[src/core/sbm_pkg.sv]
package sbm_pkg;

   // ----------------------------------------------------------------
   // geometry
   // ----------------------------------------------------------------
   localparam int BANK_W   = 2;
   localparam int ROW_W    = 13;
   localparam int COL_W    = 10;
   localparam int NBANK    = 4;
   localparam int CNT_W    = 13;

   // ----------------------------------------------------------------
   // clocking: half rate, two memory clocks per local clock
   // ----------------------------------------------------------------
   localparam int RATE          = 2;
   localparam int MEM_MHZ       = 1200;
   localparam int CMD_LATENCY   = 9;

   // ----------------------------------------------------------------
   // timing, printed figures and derived local-clock counts
   // ----------------------------------------------------------------
   localparam int TRP_NS        = 15;
   localparam int TRP_MEM_CYC   = 18;
   localparam int TRFC_NS       = 260;
   localparam int TRFC_MEM_CYC  = 313;
   localparam int TRCD_NS       = 15;
   localparam int TRCD_MEM_CYC  = (TRCD_NS * MEM_MHZ + 999) / 1000;
   localparam int TREFI_NS      = 7800;
   localparam int TRP_LC        = (TRP_MEM_CYC + RATE - 1) / RATE;
   localparam int TRFC_LC       = (TRFC_MEM_CYC + RATE - 1) / RATE;
   localparam int TRCD_LC       = (TRCD_MEM_CYC + RATE - 1) / RATE;
   localparam int TREFI_LC      = (TREFI_NS * MEM_MHZ) / (1000 * RATE);

   // ----------------------------------------------------------------
   // types
   // ----------------------------------------------------------------
   typedef enum logic [2:0] {
      SBM_NOP,
      SBM_ACT,
      SBM_PRE,
      SBM_RD,
      SBM_WR,
      SBM_REF
   } sbm_cmd_e_t;

   typedef struct packed {
      logic              write;
      logic [BANK_W-1:0] bank;
      logic [ROW_W-1:0]  row;
      logic [COL_W-1:0]  col;
   } sbm_req_t;

   typedef struct packed {
      logic              valid;
      sbm_cmd_e_t        cmd;
      logic              all_banks;
      logic [BANK_W-1:0] bank;
      logic [ROW_W-1:0]  row;
      logic [COL_W-1:0]  col;
   } sbm_cmd_t;

endpackage

[src/core/sbm_cmd_delay.sv]
`timescale 1ns/1ns
`default_nettype none

module sbm_cmd_delay
(
   input  wire logic              clk_i,
   input  wire logic              rst_i,
   input  var  sbm_pkg::sbm_cmd_t cmd_i,
   output var  sbm_pkg::sbm_cmd_t cmd_o
);

   sbm_pkg::sbm_cmd_t stage_q [sbm_pkg::CMD_LATENCY];

   // ----------------------------------------------------------------
   // fixed-latency command pipe
   // ----------------------------------------------------------------
   genvar g;
   generate
      for (g = 0; g < sbm_pkg::CMD_LATENCY; g++)
      begin : g_stage
         always_ff @(posedge clk_i or posedge rst_i)
         begin
            if (rst_i)
               stage_q[g] <= '0;
            else if (g == 0)
               stage_q[g] <= cmd_i;
            else
               stage_q[g] <= stage_q[(g == 0) ? 0 : g - 1];
         end
      end
   endgenerate

   assign cmd_o = stage_q[sbm_pkg::CMD_LATENCY-1];

endmodule // sbm_cmd_delay

`default_nettype wire

[src/core/sbm_bank_ctrl.sv]
// Behaviour
// - a bank must hold an activated row before any read or write to it.
// - after activate, wait the row-to-column delay before read or write.
// - a row miss precharges the bank first, then activates the new row.
// - precharge closes one selected bank or all banks together.
// - refresh is precharge all (only if a row is open) then auto-refresh wait; user traffic is held off.
// - precharge-to-next-command wait is 18 memory clocks.
// - refresh recovery wait is 313 memory clocks before the next command.
// - back-to-back hits to an open row issue one command per cycle.
// - commands reach memory 9 local cycles after the request is taken.
// - one local cycle spans two memory clocks; wait counts are halved, rounded up, the refresh interval rounded down.
`timescale 1ns/1ns
`default_nettype none

module sbm_bank_ctrl
#(
   parameter int REFI_CYCLES = sbm_pkg::TREFI_LC
)
(
   input  wire logic              clk_i,
   input  wire logic              rst_i,
   input  wire logic              req_valid_i,
   input  var  sbm_pkg::sbm_req_t req_i,
   output logic                   req_ready_o,
   output logic                   refresh_busy_o,
   output var  sbm_pkg::sbm_cmd_t mem_cmd_o
);

   typedef enum logic [2:0] {
      ST_IDLE,
      ST_PRE,
      ST_ACT,
      ST_WAIT,
      ST_REF_PRE,
      ST_REF
   } sbm_state_t;

   localparam logic [sbm_pkg::CNT_W-1:0] TRP_C  = sbm_pkg::CNT_W'(sbm_pkg::TRP_LC);
   localparam logic [sbm_pkg::CNT_W-1:0] TRCD_C = sbm_pkg::CNT_W'(sbm_pkg::TRCD_LC);
   localparam logic [sbm_pkg::CNT_W-1:0] TRFC_C = sbm_pkg::CNT_W'(sbm_pkg::TRFC_LC);
   localparam logic [sbm_pkg::CNT_W-1:0] REFI_C = sbm_pkg::CNT_W'(REFI_CYCLES);
   localparam logic [sbm_pkg::CNT_W-1:0] ONE_C  = sbm_pkg::CNT_W'(1);

   sbm_state_t                         state_q;
   sbm_state_t                         state_d;
   sbm_state_t                         after_q;
   sbm_state_t                         after_d;
   logic [sbm_pkg::CNT_W-1:0]          wait_q;
   logic [sbm_pkg::CNT_W-1:0]          wait_d;
   logic [sbm_pkg::CNT_W-1:0]          refi_q;
   logic                               ref_pend_q;
   logic [sbm_pkg::NBANK-1:0]          open_q;
   logic [sbm_pkg::ROW_W-1:0]          row_q [sbm_pkg::NBANK];
   logic                               hit;
   logic                               any_open;
   logic                               req_fire;
   sbm_pkg::sbm_cmd_t                  cmd;

   // ----------------------------------------------------------------
   // scheduling decision
   // ----------------------------------------------------------------
   assign hit      = open_q[req_i.bank] && (row_q[req_i.bank] == req_i.row);
   assign any_open = |open_q;
   // refresh has priority so a stream of hits cannot starve it
   assign req_ready_o    = (state_q == ST_IDLE) && !ref_pend_q && hit;
   assign req_fire       = req_valid_i && req_ready_o;
   assign refresh_busy_o = ref_pend_q;

   always_comb
   begin
      state_d = state_q;
      after_d = after_q;
      wait_d  = wait_q;
      cmd     = '0;
      cmd.cmd = sbm_pkg::SBM_NOP;
      case (state_q)
         ST_IDLE:
         begin
            if (ref_pend_q)
               state_d = any_open ? ST_REF_PRE : ST_REF;
            else if (req_fire)
            begin
               cmd.valid = 1'b1;
               cmd.cmd   = req_i.write ? sbm_pkg::SBM_WR : sbm_pkg::SBM_RD;
               cmd.bank  = req_i.bank;
               cmd.row   = req_i.row;
               cmd.col   = req_i.col;
            end
            else if (req_valid_i)
               state_d = open_q[req_i.bank] ? ST_PRE : ST_ACT;
         end
         ST_PRE:
         begin
            cmd.valid = 1'b1;
            cmd.cmd   = sbm_pkg::SBM_PRE;
            cmd.bank  = req_i.bank;
            wait_d    = TRP_C - ONE_C;
            after_d   = ST_ACT;
            state_d   = ST_WAIT;
         end
         ST_ACT:
         begin
            cmd.valid = 1'b1;
            cmd.cmd   = sbm_pkg::SBM_ACT;
            cmd.bank  = req_i.bank;
            cmd.row   = req_i.row;
            wait_d    = TRCD_C - ONE_C;
            after_d   = ST_IDLE;
            state_d   = ST_WAIT;
         end
         ST_REF_PRE:
         begin
            cmd.valid     = 1'b1;
            cmd.cmd       = sbm_pkg::SBM_PRE;
            cmd.all_banks = 1'b1;
            wait_d        = TRP_C - ONE_C;
            after_d       = ST_REF;
            state_d       = ST_WAIT;
         end
         ST_REF:
         begin
            cmd.valid = 1'b1;
            cmd.cmd   = sbm_pkg::SBM_REF;
            wait_d    = TRFC_C - ONE_C;
            after_d   = ST_IDLE;
            state_d   = ST_WAIT;
         end
         ST_WAIT:
         begin
            if (wait_q == '0)
               state_d = after_q;
            else
               wait_d = wait_q - ONE_C;
         end
         default:
            state_d = ST_IDLE;
      endcase
   end

   always_ff @(posedge clk_i or posedge rst_i)
   begin
      if (rst_i)
      begin
         state_q <= ST_IDLE;
         after_q <= ST_IDLE;
         wait_q  <= '0;
      end
      else
      begin
         state_q <= state_d;
         after_q <= after_d;
         wait_q  <= wait_d;
      end
   end

   // ----------------------------------------------------------------
   // open-row bookkeeping
   // ----------------------------------------------------------------
   always_ff @(posedge clk_i or posedge rst_i)
   begin
      if (rst_i)
      begin
         open_q <= '0;
         for (int b = 0; b < sbm_pkg::NBANK; b++)
            row_q[b] <= '0;
      end
      else if (cmd.cmd == sbm_pkg::SBM_ACT)
      begin
         open_q[cmd.bank] <= 1'b1;
         row_q[cmd.bank]  <= cmd.row;
      end
      else if (cmd.cmd == sbm_pkg::SBM_PRE)
      begin
         if (cmd.all_banks)
            open_q <= '0;
         else
            open_q[cmd.bank] <= 1'b0;
      end
   end

   // ----------------------------------------------------------------
   // refresh interval
   // ----------------------------------------------------------------
   always_ff @(posedge clk_i or posedge rst_i)
   begin
      if (rst_i)
      begin
         refi_q     <= '0;
         ref_pend_q <= 1'b0;
      end
      else
      begin
         refi_q <= (refi_q >= REFI_C - ONE_C) ? '0 : refi_q + ONE_C;
         // a new interval expiring with the refresh issue still sets pending
         if (refi_q >= REFI_C - ONE_C)
            ref_pend_q <= 1'b1;
         else if (cmd.cmd == sbm_pkg::SBM_REF)
            ref_pend_q <= 1'b0;
      end
   end

   // ----------------------------------------------------------------
   // command latency to memory; half-rate, one command per local cycle
   // ----------------------------------------------------------------
   sbm_cmd_delay u_delay
   (
      .clk_i (clk_i),
      .rst_i (rst_i),
      .cmd_i (cmd),
      .cmd_o (mem_cmd_o)
   );

   // ----------------------------------------------------------------
   // checks
   // ----------------------------------------------------------------
   logic [sbm_pkg::CNT_W-1:0] since_act_q;
   logic [sbm_pkg::CNT_W-1:0] since_pre_q;
   logic [sbm_pkg::CNT_W-1:0] since_ref_q;
   logic                      rw;

   assign rw = (cmd.cmd == sbm_pkg::SBM_RD) || (cmd.cmd == sbm_pkg::SBM_WR);

   always_ff @(posedge clk_i or posedge rst_i)
   begin
      if (rst_i)
      begin
         since_act_q <= '1;
         since_pre_q <= '1;
         since_ref_q <= '1;
      end
      else
      begin
         since_act_q <= (cmd.cmd == sbm_pkg::SBM_ACT) ? ONE_C :
                        (since_act_q == '1) ? since_act_q : since_act_q + ONE_C;
         since_pre_q <= (cmd.cmd == sbm_pkg::SBM_PRE) ? ONE_C :
                        (since_pre_q == '1) ? since_pre_q : since_pre_q + ONE_C;
         since_ref_q <= (cmd.cmd == sbm_pkg::SBM_REF) ? ONE_C :
                        (since_ref_q == '1) ? since_ref_q : since_ref_q + ONE_C;
      end
   end
endmodule // sbm_bank_ctrl

`default_nettype wire

[config.mk]
export PLATFORM = sky130hd
export DESIGN_NAME = sbm_bank_ctrl
export DESIGN_NICKNAME = d
export VERILOG_FILES = /design/src/core/sbm_pkg.sv /design/src/core/sbm_cmd_delay.sv /design/src/core/sbm_bank_ctrl.sv
export SDC_FILE = /design/constraint.sdc
export NUM_CORES = 1
export LEC_CHECK = 0
export ABC_AREA = 0
export BUFFER_PORTS_ARGS = -buffer_cell sky130_fd_sc_hd__buf_2
export CAP_MARGIN = 20
export CORE_MARGIN = 2
export CORE_UTILIZATION = 45
export DETAILED_ROUTE_END_ITERATION = 10
export PLACE_DENSITY = 0.7
export SYNTH_ARGS = -nofsm -noshare
export SYNTH_HDL_FRONTEND = slang
export SYNTH_SLANG_ARGS = --single-unit
[constraint.sdc]
create_clock -name clk_i -period 15.8 [get_ports clk_i]
set_clock_uncertainty 0.1 [all_clocks]
set_input_delay 1.58 -clock clk_i [delete_from_list [all_inputs] [get_ports clk_i]]
set_output_delay 1.58 -clock clk_i [all_outputs]
set_load 0.02 [all_outputs]
; ---- Word level (Yosys, flattened, before mapping)
; Cells that the tools add are included.
[op_classes]
addsub = 2
magnitude_cmp = 7
eq_ne = 13
muxes = 36
n_bitwise = 5
reduce_logical = 21
[op_table]
columns = operator, count
row1 = 13-bit two-way mux, 5
row2 = 52-bit bitwise mux, 1
row3 = 25-bit two-way mux, 2
row4 = 13-bit one-hot mux with 3 select lines, 1
row5 = 13-bit binary-select mux with 2-bit select, 1
row6 = 13-bit demux with 2-bit select, 1
row7 = 13-bit one-hot mux with 2 select lines, 1
row8 = 4-bit two-way mux, 5
row9 = 3-bit one-hot mux with 3 select lines, 2
row10 = 4-bit one-hot mux with 4 select lines, 1
row11 = 3-bit two-way mux, 5
row12 = 13-bit by 1-bit adder with 13-bit output (second input constant), 1
row13 = 13-bit equality test, 1
row14 = 13-bit greater-or-equal comparator (second input constant), 1
row15 = 13-bit zero test, 1
row16 = 13-bit by 1-bit subtractor with 13-bit output (second input constant), 1
row17 = 10-bit two-way mux, 1
row18 = 3-bit by 2-bit equality test with 1-bit output (second input constant), 3
row19 = 3-bit equality test (second input constant), 3
row20 = 4-bit OR reduction, 2
row21 = 3-bit by 1-bit equality test with 1-bit output (second input constant), 2
row22 = 3-bit greater-or-equal comparator (second input constant), 2
row23 = 1-bit logical AND, 6
row24 = 2-bit by 3-bit < comparator with 1-bit output (second input constant), 2
row25 = 21 further kinds, 33
[totals]
regBits = 359
input_bits = 29
output_inout_bits = 32
wordCells = 148

; ---- Logic depth before layout (Yosys ltp)
[depth]
depth_word = 20
ltp_mapped = 8
depth_no_buf = 7

; ---- Cells and area by module
; From an unflattened synthesis, not the netlist that was laid out.
[hier_totals]
hier_cells = 748
hier_area_um2 = 11766.3
[by_module_without_submodules]
columns = module, n_inst, cells_per_inst, area_per_inst_um2, seq_area_each_um2
row1 = sbm_cmd_delay, 1, 301, 6985.4, 6756.5
row2 = sbm_bank_ctrl, 1, 447, 4780.8, 2202.1

; ---- Worst setup path after synthesis
; OpenSTA, ideal clock, no wires.
[synth_timing]
path_type = input to output
from = input port req_i[23] in the netlist's numbering
to = output port req_ready_o
arrival_ps = 3280
required_ps = 14120
slack_ps = 10840
cell_stages = 5
path_buffers = 1
cell_sequence = buf_6 > mux4_1 > xnor2_1 > nand4_1 > nor4_1
[synth_via]
elab_chain_cells = 7
word_cells_on_any_way = 9
cone_classes = 1 x eq/ne / 5 x mux / 1 x bitwise / 2 x reduce/logical
[synth_lines]
columns = element, line
row1 = start: declaration, sbm_bank_ctrl.sv:23  ; input var sbm_pkg::sbm_req_t req_i,
row2 = 2-bit inverter with 3-bit output (implied by the code), sbm_bank_ctrl.sv:62  ; assign hit = open_q[req_i.bank] && (row_q[req_i.bank] == req_i.row);
row3 = 13-bit binary-select mux with 2-bit select, sbm_bank_ctrl.sv:62
row4 = 13-bit two-way mux (implied by the code) (2 in a row), sbm_bank_ctrl.sv:62
row5 = 13-bit equality test, sbm_bank_ctrl.sv:62
row6 = 1-bit logical AND (*), sbm_bank_ctrl.sv:62
row7 = 1-bit logical AND (*), sbm_bank_ctrl.sv:65  ; assign req_ready_o = (state_q == ST_IDLE) && !ref_pend_q && hit;
row8 = end: declaration, sbm_bank_ctrl.sv:24  ; output logic req_ready_o,
; Every way passes the cells marked *; elsewhere a longest branch is shown, timed or not. The select of a mux whose other input is x is not followed.

; ---- Worst setup path after layout
; Same ends and word-level chain as after synthesis.

==> impl_metrics.tcl <==
set metrics [dict create \
    outcome "completed" \
    min_path_type "register to register" \
    crit_fanout 21 \
    setup_tns_ps 0 \
    maxCapViolations 0 \
    highest_layer "met4" \
    viasPerCell 4.87 \
    met2_length_mm 8.50 \
    synth_edf_count 0 \
    core_um2 25800 \
    insertion_delay_ps 520 \
    io_pins 61 \
    via_count 5561 \
    cts_hold_buf 0 \
    syn_inst 737 \
    first_pass_iters 6 \
    fp.dieArea_um2 27400 \
    drtAntennaViolNets 0 \
    seq_area_frac_synth_pct 76.2 \
    post_cts_buffers 0 \
    synth_flop_cell "dfrtp_1" \
    p_total_mw 2.37 \
    grt_first_pass_wirelength_mm 29.7 \
    startpoint_type "primary input" \
    route.met3.wl_um 800 \
    hold_viol_final 0 \
    required_ps 14120 \
    dp_cells 1080 \
    ys_async_sr_fraction_pct 100 \
    layout-drive-gt1-share_pct 26.1 \
    die_h_um 166 \
    synth_top_area_share_pct 76.2 \
    syn_area_um2 11800 \
    start_util_pct 45.5 \
    cts_resized 0 \
    ys_seq_elements 358 \
    grt_pass1_vias 5763 \
    die-width_um 166 \
    synth_common_cells "dfrtp_1 (358), mux2_2 (52), nor2_1 (48)" \
    cts-root-buf "clkbuf_16" \
    antenna_found_initial 2 \
    final.period_utilization_pct 34.3 \
    cts.clk_slew.worst_paths_ps 60 \
    clock_sinks 358 \
    relSlewSlack_pct 33.9 \
    post-synth-top-count-cell "dfrtp_1" \
    place_hpwl_mm 9.91 \
    num_rows 59 \
    rsz0062_at_grt "false" \
    worstPathArrival_ps 3740 \
    setup_viol 0 \
    cts_inserted_buffers 36 \
    worst_pin_slew_ps 990 \
    wl_mm 17.4 \
    gp_congestion 0.791 \
    max_freq_mhz 185 \
    htreeDepth 2 \
    wl_per_cell_um 15.3 \
    nets 816 \
    grt_start_max_net_pins 154 \
    syn2layout_area_growth_pct 14.0 \
    stdcell_count 1141 \
    synth_cell_type_count 53 \
    ys_warn_count 0 \
    synth_nets 768 \
    fin_crit_ps 5420 \
    portBuffers 60 \
    ir_drop_v 0.000103 \
    met1_length_mm 7.61 \
    track_usage_pct 13.1 \
    post-route-drc-count 0 \
    tritoncts "built" \
    leakage_nw 6.53 \
    synth_top_area_cell "dfrtp_1" \
    cp-end-kind "output pin" \
    overflow 0 \
    synthTopCellsByArea "dfrtp_1 (76%), mux2_2 (5.0%), mux4_2 (2.1%), buf_4 (1.9%), nor2_1 (1.5%)" \
    critical_path_class "primary input to output pin" \
    drv_slew 0 \
    power_density_nw_per_um2 177 \
    cts.path.max_buffers 3 \
    drtIter0Drc 376 \
    syn_area_per_cell_um2 16.0 \
]
[stage by stage]
| step | hold slack, ps | util (%) | instance area [um2] | setup WS, ps |
|---|---|---|---|---|
| finish | 232 | 51.9 | 13400 | 10380 |
| global route | 242 | 51.9 | 13400 | 10220 |
| CTS | 233 | 51.6 | 13300 | 10290 |
| detailed placement | 235 | 47.0 | 12200 | 10300 |
| global placement | 232 | 47.0 | 12200 | 10270 |
| floorplan | 231 | - | 11800 | 4190 |
[flip-flops by register name, summed over array words and instances, names as in the netlist]
signal / count
after_q: 2
open_q: 4
refi_q: 13
refresh_busy_o: 1
row_q: 52
state_q: 3
u_delay.cmd_o: 30
u_delay.stage_q: 240
wait_q: 13
[layout by cell type (no fill, tap or decap), types with 12 or more instances in the layout]
cell / instances
xnor2_1: 20
o21ai_0: 17
nor2_1: 47
a21oi_1: 12
nand2_1: 29
buf_2: 60
clkbuf_16: 36
a21oi_2: 15
mux2_2: 52
inv_1: 18
dfrtp_1: 358
[metal layers]
layer  GRT usage [%]  vias up
met5               0        -
met4            5.07        0
met3            3.08       43
met2            20.6      114
met1            18.0     2846
li1                -     2558
[power by group]
part	internal, mW	total, mW	switching (mW)	leakage [nW]
logic	0.162	0.335	0.173	1.20
clock network	0.508	0.840	0.333	0.574
registers	1.11	1.20	0.0854	4.75
[cell families after synthesis]
logic type,after synthesis,share of synthesized area [%]
flip-flops,358,76.2
XOR/XNOR,26,1.94
AO/OA/AOI/OAI,78,4.80
buffers and inverters,75,3.68
adder cells (fa/ha/maj),2,0.213
AND/OR/NAND/NOR,130,5.24
multiplexers,68,7.93
[final cells by class]
cell class                 count  area (um2)
sequential                   358        8960
clock buffer                  45         985
clock inverter                12         203
multi-input combinational    304        2370
tap                          335         419
inverter                      19        78.8
fill                        2137       12400
antenna                        2        5.00
timing repair buffer          66         385
[worst paths after layout]
path                                 startpoint                  end  slack [ps]  cells past startpoint
hold / removal             u_delay.stage_q[105]  u_delay.stage_q[75]         230                      0
min in group asynchronous                 rst_i     u_delay.cmd_o[1]         860                      2
setup reg to reg                     state_q[2]            row_q[49]       12680                      3
setup / recovery                      req_i[23]          req_ready_o       10380                      6
hold reg to reg            u_delay.stage_q[105]  u_delay.stage_q[75]         230                      0
max in group asynchronous                 rst_i            row_q[41]       12900                      5
[critical path: stages]
cell and delay, ps:
buf_2 450, mux4_2 580, xnor2_1 150, nand4_1 200, nor4_1 510, buf_2 260
Note: power is estimated with default switching activity, not from simulation.
